File: config.mk
export PLATFORM = sky130hd
export DESIGN_NAME = channel_limit_check
export DESIGN_NICKNAME = d
export VERILOG_FILES = /design/src/pkg/threshold_pkg.sv /design/src/rtl/channel_limit_check.sv
export SDC_FILE = /design/constraint.sdc
export NUM_CORES = 1
export LEC_CHECK = 0
export BUFFER_PORTS_ARGS = -buffer_cell sky130_fd_sc_hd__buf_2
export CORE_MARGIN = 5
export CORE_UTILIZATION = 44
export CTS_BUF_LIST = sky130_fd_sc_hd__clkbuf_8
export DETAILED_ROUTE_END_ITERATION = 12
export GPL_ROUTABILITY_DRIVEN = 0
export HOLD_SLACK_MARGIN = 0.05
export PLACE_DENSITY = 0.86
export SETUP_SLACK_MARGIN = 0.1
export SLEW_MARGIN = 20
export SYNTH_ARGS = -nofsm -noshare
export SYNTH_HDL_FRONTEND = slang
export SYNTH_SLANG_ARGS = --single-unit
File: constraint.sdc
create_clock -name clk -period 0.9 [get_ports clk]
set_clock_uncertainty 0.2 [all_clocks]
set_input_delay 0.09 -clock clk [delete_from_list [all_inputs] [get_ports clk]]
set_output_delay 0.09 -clock clk [all_outputs]
set_load 0.005 [all_outputs]
File: src/pkg/threshold_pkg.sv
// Types and shared functions for the measurement limit checker
`default_nettype none

package threshold_pkg;

    // Which measurement the converter just finished
    typedef enum logic [2:0] {
        CH_NONE  = 3'h0,
        CH_FIRST_TEMPERATURE_MEASUREMENT = 3'h1,
        CH_SECOND_TEMPERATURE_MEASUREMENT = 3'h2,
        CH_FIRST_AUXILIARY_INPUT  = 3'h3,
        CH_SECOND_AUXILIARY_INPUT  = 3'h4
    } conv_channel_t;

    typedef logic [11:0] code_t;

    // Upper limits trip on equal or above, lower on equal or below
    function automatic logic limit_crossed(input code_t code, input code_t limit,
                                           input logic upper);
        limit_crossed = upper ? (code >= limit) : (code <= limit);
    endfunction : limit_crossed

endpackage : threshold_pkg

`default_nettype wire

File: src/rtl/channel_limit_check.sv
// Upper and lower limit judgement for one measurement channel
`default_nettype none

module channel_limit_check
    import threshold_pkg::*;
(
    input  wire logic  clk,
    input  wire logic  sys_rst,
    input  wire logic  sample_valid,
    input  wire code_t sample_code,
    input  wire logic  upper_enable,
    input  wire code_t upper_limit,
    input  wire logic  lower_enable,
    input  wire code_t lower_limit,
    output logic       upper_flag,
    output logic       lower_flag,
    output logic       fail_pulse
);

    logic up_q, up_d, lo_q, lo_d, fail_q, fail_d;
    logic up_hit, lo_hit;

    // Comparisons only count while their enable is set
    assign up_hit = upper_enable && limit_crossed(sample_code, upper_limit, 1'b1);
    assign lo_hit = lower_enable && limit_crossed(sample_code, lower_limit, 1'b0);

    // ==========================================================
    // Flags refresh once per conversion; a disabled check drops its flag
    always_comb begin
        up_d   = upper_enable ? up_q : 1'b0;
        lo_d   = lower_enable ? lo_q : 1'b0;
        fail_d = 1'b0;
        if (sample_valid) begin
            up_d   = up_hit;
            lo_d   = lo_hit;
            fail_d = up_hit || lo_hit;
        end
    end

    always_ff @(posedge clk or posedge sys_rst) begin
        if (sys_rst) begin
            up_q   <= 1'b0;
            lo_q   <= 1'b0;
            fail_q <= 1'b0;
        end else begin
            up_q   <= up_d;
            lo_q   <= lo_d;
            fail_q <= fail_d;
        end
    end

    assign upper_flag = up_q;
    assign lower_flag = lo_q;
    assign fail_pulse = fail_q;

endmodule : channel_limit_check

`default_nettype wire

==> summary.txt, run 1 <==
Die
  • Initial core utilization: 47.3%
  • Rows: 14
  • Die Y: roughly 50 µm
  • Chip width: 50.5 µm
  • # IOs: 44

Synthesis
  • Post-Synth XOR/XNOR Area: 0%
  • Post-synthesis average cell area: around 7.7 µm²
  • Yosys cell types: 22
  • Syn. warnings: 0
  • Mux cell area share after synthesis: 0%
  • Adder-cell share of the synthesized area: between 40% and 50%
  • Main combinational cell family by area after synthesis: adder cells
  • Simple-gate area share of the yosys netlist: 17.9%
  • Synth top cells by count: inv_1 (27), ha_1 (24), a21oi_1 (6)
  • Mapped cell area: approximately 700 µm²
  • Main synth FF type: dfrtp_1
  • Leading post-synthesis cells by cell area: ha_1 (42%), inv_1 (14%), dfrtp_1 (10%)
  • Post-synth EDFFs: 0
  • Sequential share of the synthesized area: 10.4%
  • Compound-Gate Fraction of Synth Area: between 10% and 20%
  • Async SR Flop Fraction: 100%
  • Synthesized instance count: 94
  • Post-synth top area share: a little over two fifths
  • Syn nets: roughly 160
  • Flops & latches, synth: 3
  • Top cell type by total area after synthesis: ha_1
  • Cell with the most instances after synthesis: inv_1

CTS
  • # clock sinks: 3
  • Num CTS Buffers: 3
  • Root buf cell: clkbuf_8
  • H-tree depth: 1
  • Clock tree buffer depth: 2

Placed design
  • Cell Area, Placed: between 0.001 and 0.0015 mm²
  • Number of port buffers: between 40 and 50
  • Dpl ws: -801 ps
  • DP HPWL: ~2100 µm

Outcome
  • Last stage: 5_1_grt
  • Run-stopping error: [ERROR DPL-0038] Utilization greater than 100%, impossible to legalize
  • Status: aborted with a tool error

Timing
  • Worst_ep kind: sequential cell input
  • Worst endpoint, post-GRT repair: fail_pulse$_DFF_PP0_/D

Global routing
  • Largest net degree at the start of global routing: 8
## through the flow
step | setup TNS, ps | std cells
floorplan | -1400 | 94
global placement | -2170 | 166
detailed placement | -2270 | 166
CTS | -1650 | 172
## kinds of logic after synthesis
kind of cell | count (synthesis)
compound gates | 17
fa+ha+maj | 24
buf+inv | 27
flops | 3
simple gates | 23
## repair_timing
action / CTS
cloned: 0
hold endpoints to repair: 4
setup buffers: 1
resized for setup: 36
setup endpoints to repair: 6
hold buffers: 1
pin swaps: 9
==> run 2: changes to the inputs <==
- CORE_AREA: unset -> 5 5 66 68
- CORE_MARGIN: 5 -> unset
- CORE_UTILIZATION: 44 -> unset
- CTS_BUF_LIST: sky130_fd_sc_hd__clkbuf_8 -> unset
- DIE_AREA: unset -> 0 0 71 73
- HOLD_SLACK_MARGIN: 0.05 -> unset
- PLACE_DENSITY: 0.86 -> unset
- PLACE_DENSITY_LB_ADDON: unset -> 0.15
- SETUP_SLACK_MARGIN: 0.1 -> unset
==> run 2 against run 1 <==
- the flow now finishes, with violations (hold timing, setup timing)
- area after synthesis did not move
- synthesized cell count did not move
==> summary.txt, run 2 <==
Cells and area
  • Fin cells: 210
  • Nets: roughly 230
  • # diodes: 0
  • Most common cell after layout, fill and taps aside: buf_2
  • Most frequent cells in the layout: buf_2 (32), inv_1 (17), ha_4 (16)
  • Layout cells sized above 1: approximately 66%
  • Fin util: between 40% and 50%
  • Synthesis-to-finish area growth: 122%

Synthesis
  • Post-synth EDFFs: 0
  • Async SR Flop Fraction: 100%
  • Synthesized instance count: 94
  • Synth top cells by count: inv_1 (27), ha_1 (24), a21oi_1 (6)
  • Syn nets: approximately 160
  • Cell with the most instances after synthesis: inv_1
  • Yosys cell types: 22
  • Leading post-synthesis cells by cell area: ha_1 (42%), inv_1 (14%), dfrtp_1 (10%)
  • Top cell type by total area after synthesis: ha_1
  • Main synth FF type: dfrtp_1
  • Post-synth top area share: between 40% and 50%
  • Syn. warnings: 0
  • Mapped cell area: ~720 µm²
  • Sequential share of the synthesized area: approximately a tenth
  • Post-synthesis average cell area: about 7.7 µm²
  • Flops & latches, synth: 3

Min path
  • Hold Startpoint: lower_enable
  • Worst hold path class: in2reg

Die
  • Die ar.: just over 0.005 mm²
  • Initial core utilization: a little under a fifth
  • CORE AREA: roughly 0.0038 mm²
  • Chip width: roughly 70 µm
  • Die Y: roughly 73 µm
  • # IOs: 44
  • Rows: 23

Critical path
  • Worst Setup SP: sample_code[4]
  • Worst setup EP type: register
  • Buf/Inv on CP: 1
  • Crit start category: input port
  • CP Class: in2reg
  • Crit path max-delay family: simple AND/OR/NAND/NOR gates
  • Critical Path Fanout Max: 2
  • Crit-path cells: buf_4 -> ha_1 -> nand2_2 -> or3_4 -> or3_4 -> nand3_1
  • Max stage delay on crit path: slightly below 400 ps
  • Slowest CP cell: or3_4
  • RR Startpoint: upper_flag$_DFFE_PP0P_
  • Worst EP required: 850 ps
  • Most used cell, CP: or3_4
  • CP arrival: 1360 ps

CTS
  • Clock tree buffer depth: 2
  • Worst-skew pair later-pin latency: 210 ps
  • Root buf cell: clkbuf_8
  • CTS Hold Buffers Added: 1
  • # clock sinks: 3
  • Clock Pin Slew Worst Setup and Hold Paths: 30 ps
  • Num CTS Buffers: 3
  • CTS tree: yes
  • H-tree depth: 1

Route
  • Antenna viol nets, final: 0
  • DR DRC count: 0
  • First-pass DRT Iterations: 4
  • Via count: about 870
  • Initial DRC count: 7
  • Vias per cell: a little over 4
  • DR WL/cell: 12.1 µm
  • Post-Route WL: around 2500 µm

Run
  • Max_cap viols: 0

Timing
  • Fmax: about 0.7 GHz
  • Fin worst setup slack: -514 ps
  • RSZ-0062 raised after global routing: true
  • Relative max-transition margin: roughly four fifths
  • Hold Slack: -24.4 ps
  • Final Hold Viols: 1
  • Final Cycle Share: 157%
  • Final setup vio count: 6
  • Worst-margin pin slew: between 300 and 400 ps
  • Final min period: around 1400 ps
  • Number of slew-limit violations in the final report: 0
  • Final setup TNS: -1680 ps

Global routing
  • Largest net degree at the start of global routing: 6
  • Vias in the first global route: 995
  • GRT Util Overall: between 10% and 20%
  • Initial antenna violation count: 0
  • Global-route wire length before repair: 4310 µm
  • Total gr overflow: 0

Pwr
  • Seq pwr share: roughly an eighth
  • Maximum VDD drop: around 0.7 mV
  • Clock share of power: between 30 and 40%
  • PwrDens: between 700 and 800 mW/mm²
  • Switching power: between 300 and 400 µW
  • Power, Total: around 1200 µW
  • Comb pwr share: 54.6%
  • Leak: between 0.0007 and 0.0008 µW
  • Sw Ratio: about a third
  • Internal Pwr Total: about 830 µW

Outcome
  • Failing checks: hold timing, setup timing
  • Status: finished with violations

Placed design
  • Dpl ws: -819 ps
  • DP HPWL: between 2000 and 2500 µm
  • Post-placement cell count: between 200 and 250
  • Number of port buffers: 43
[run 2: final timing paths]
| kind | to | slack [ps] | cells after the start |
|---|---|---|---|
| setup reg to reg | upper_flag$_DFFE_PP0P_ | -90 | 3 |
| min in group asynchronous | fail_pulse$_DFF_PP0_ | 80 | 3 |
| setup / recovery | lower_flag$_DFFE_PP0P_ | -510 | 6 |
| hold reg to reg | lower_flag$_DFFE_PP0P_ | 340 | 2 |
| max in group asynchronous | upper_flag$_DFFE_PP0P_ | 290 | 3 |
| hold / removal | lower_flag$_DFFE_PP0P_ | -20 | 3 |
[run 2: layout make-up]
cell class | instances | area (µm²)
fill | 387 | 2200
multi-input combinational | 64 | 818
timing repair buffer | 62 | 463
inverter | 27 | 139
clock buffer | 4 | 45.0
sequential | 3 | 75.1
tap | 50 | 62.6
[run 2: logic make-up after synthesis]
| family | after synthesis | synth area share, % |
|---|---|---|
| and+or+nand+nor | 23 | 17.9 |
| adders and majority gates | 24 | 41.7 |
| DFF | 3 | 10.4 |
| buffers and inverters | 27 | 14.1 |
| AOI/OAI and AO/OA | 17 | 16.0 |
[run 2: worst min-delay path, cell delays in order]
cell	delay, ps
buf_2	100
nand3b_1	70
nand3_1	80
[run 2: routing by layer]
metal	GRT usage [%]	up-vias	part of all wire (%)
met5	0	-	0
met4	0.626	0	0
met3	3.99	0	6.7
met2	19.1	23	51
met1	12.1	386	42
li1	-	460	-
[run 2: through the flow]
step,hold slack (ps),instance area (µm²)
finish,-24.4,1600
global route,-21.9,1600
CTS,-32.0,1590
detailed placement,-240,1290
global placement,-240,1290
floorplan,-356,900
[run 2: repair_timing]
item / 4_1_cts / 5_1_grt
endpoints found under the hold margin: 4 / 1
cloned: 0 / 0
endpoints found under the setup margin: 6 / 6
pin swaps: 13 / 4
gates resized for setup: 40 / 5
buffers inserted: 3 / 0
[run 2: power groups by stage]
stage	sequential (µW)	combinational [µW]	clock (µW)
finish	155	656	391
global route	157	734	417
CTS	155	644	401
detailed placement	155	509	0
global placement	157	501	0
floorplan	156	250	0
(Power assumes the default switching activity.)
==> run 3: changes to the inputs <==
- CORE_AREA: 5 5 66 68 -> 2 2 63 65
- DIE_AREA: 0 0 71 73 -> 0 0 65 67
==> run 3 against run 2 <==
- first-iteration DRC count increased by 86%
- final area decreased by 4.6%
- fmax decreased by 0.38%
- global-route usage increased by 0.33 points
- sequential power about the same
- critical endpoint unchanged
- highest routed layer is now met4
- the flow still finishes with violations (hold timing, setup timing)
- sequential share of layout area increased by 0.23 points
==> summary.txt, run 3 (synthesized netlist as in run 2, its figures left out) <==
Global routing
  • Vias in the first global route: 890
  • GRT Util Overall: a little over a tenth
  • Global-route wire length before repair: around 3700 µm
  • Largest net degree at the start of global routing: 6
  • Total gr overflow: 0
  • Initial antenna violation count: 0

Cells and area
  • Most frequent cells in the layout: buf_2 (36), inv_1 (17), ha_4 (14)
  • Most common cell after layout, fill and taps aside: buf_2
  • Synthesis-to-finish area growth: 112%
  • Nets: between 200 and 250
  • Fin util: 42.4%
  • # diodes: 0
  • Layout cells sized above 1: a little over three fifths
  • Fillers: between 300 and 400
  • Fin cells: a little over 200

Critical path
  • Crit path max-delay family: simple AND/OR/NAND/NOR gates
  • FF-to-FF path depth: 2
  • Most used cell, CP: or3_4
  • CP arrival: 1360 ps
  • Critical R2R Capture: upper_flag$_DFFE_PP0P_
  • Worst EP required: 840 ps
  • Crit start category: input port
  • Max stage delay on crit path: roughly 370 ps
  • CP Depth: 7
  • Crit-path cells: buf_8 -> inv_12 -> ha_4 -> nand4_1 -> or3_4 -> or3_4 -> nand3_1
  • Worst setup EP type: register
  • CP Class: in2reg
  • Critical Path Fanout Max: 2
  • FF-to-FF setup slack: -10 ps
  • Slowest CP cell: or3_4
  • Buf/Inv on CP: 2
  • RR Startpoint: upper_flag$_DFFE_PP0P_

Outcome
  • Status: finished with violations
  • Failing checks: hold timing, setup timing

Die
  • Rows: 22
  • Initial core utilization: 20.0%
  • Die ar.: 0.00436 mm²
  • Chip width: ~65 µm
  • # IOs: 44
  • CORE AREA: between 0.003 and 0.004 mm²
  • Die Y: roughly 67 µm

Timing
  • Fmax: roughly 0.70 GHz
  • Final Hold Viols: 1
  • Final min period: 1420 ps
  • Final setup vio count: 6
  • Final Cycle Share: 158%
  • Relative max-transition margin: 81.6%
  • Worst-margin pin slew: ~280 ps
  • Final setup TNS: -1730 ps
  • Number of slew-limit violations in the final report: 0
  • Hold Slack: -10.3 ps
  • Fin worst setup slack: -519 ps
  • RSZ-0062 raised after global routing: true

CTS
  • Clock Pin Slew Worst Setup and Hold Paths: about 30 ps
  • Clock tree buffer depth: 2
  • H-tree depth: 1
  • Worst-skew pair later-pin latency: between 200 and 250 ps
  • CTS tree: yes
  • # clock sinks: 3
  • Num CTS Buffers: 3
  • Root buf cell: clkbuf_8

Run
  • Max_cap viols: 0

Placed design
  • Post-placement cell count: 201
  • DP HPWL: between 1500 and 2000 µm
  • Number of port buffers: 43

Pwr
  • Maximum VDD drop: slightly above 0.7 mV
  • Leak: ~0.00076 µW
  • Power, Total: 1150 µW
  • PwrDens: ~750 mW/mm²

Min path
  • Hold Startpoint: lower_enable
  • Worst hold path class: in2reg
  • Worst Hold Depth: 3
  • Min-Delay Endpoint: lower_flag$_DFFE_PP0P_

Route
  • DR DRC count: 0
  • Vias per cell: a little over 4
  • Antenna viol nets, final: 0
  • First-pass DRT Iterations: 3
  • DR WL/cell: around 11 µm
  • Post-Route WL: between 2000 and 2500 µm
  • Initial DRC count: 13
  • Via count: between 800 and 900
[run 3: cell count changes in the layout (fill, tap and decap cells not counted), moves of 2 or more]
cell / before / now
a21oi_1: 3 / 5
a21oi_2: 3 / 1
buf_2: 32 / 36
buf_6: 14 / 8
ha_1: 8 / 10
ha_4: 16 / 14
[run 3: metrics by stage]
| step | setup WS [ps] | instance area (µm²) |
|---|---|---|
| floorplan | -559 | 900 |
| global placement | -771 | 1290 |
| detailed placement | -833 | 1290 |
| CTS | -521 | 1500 |
| global route | -578 | 1530 |
| finish | -519 | 1530 |
[run 3: worst max path at each step]
stage / startpoint / endpoint / slack (ps)
global route: lower_limit[10] / fail_pulse$_DFF_PP0_ / -580
global placement: lower_limit[10] / fail_pulse$_DFF_PP0_ / -770
floorplan: lower_limit[10] / fail_pulse$_DFF_PP0_ / -560
CTS: lower_limit[10] / lower_flag$_DFFE_PP0P_ / -520
detailed placement: lower_limit[10] / lower_flag$_DFFE_PP0P_ / -830
finish: lower_limit[10] / lower_flag$_DFFE_PP0P_ / -520
[run 3: report_power, final]
part	total, µW	internal, µW	leakage, µW	switching [µW]
combinational	602	339	0.000700	263
clock	397	303	0.0000228	94.3
sequential	154	148	0.0000397	5.92
[run 3: layout make-up]
class / count / area (µm²) / area share (%)
clock buffers: 4 / 45.0 / 2.95
multi-input cells: 64 / 787 / 51.5
well taps: 48 / 60.1 / 3.93
repair buffers: 61 / 423 / 27.7
flip-flops and latches: 3 / 75.1 / 4.91
inverters: 27 / 139 / 9.08
[run 3: timing repair]
action	in CTS	in global routing
hold endpoints to repair	4	0
setup buffers	1	0
pin swaps	8	5
hold buffers	1	0
gates resized for setup	29	3
setup endpoints to repair	6	6
[run 3: metal layers]
layer / GRT usage, % / wire [µm]
met3: 2.70 / 121
met4: 2.39 / 7
met5: 0 / 0
met1: 12.8 / 997
met2: 19.3 / 1120
[run 3: tightest hold or removal path, delay by kind of cell]
kind | cells | cell delay [ps]
buffers and inverters | 1 | 110
AND/OR/NAND/NOR | 2 | 160
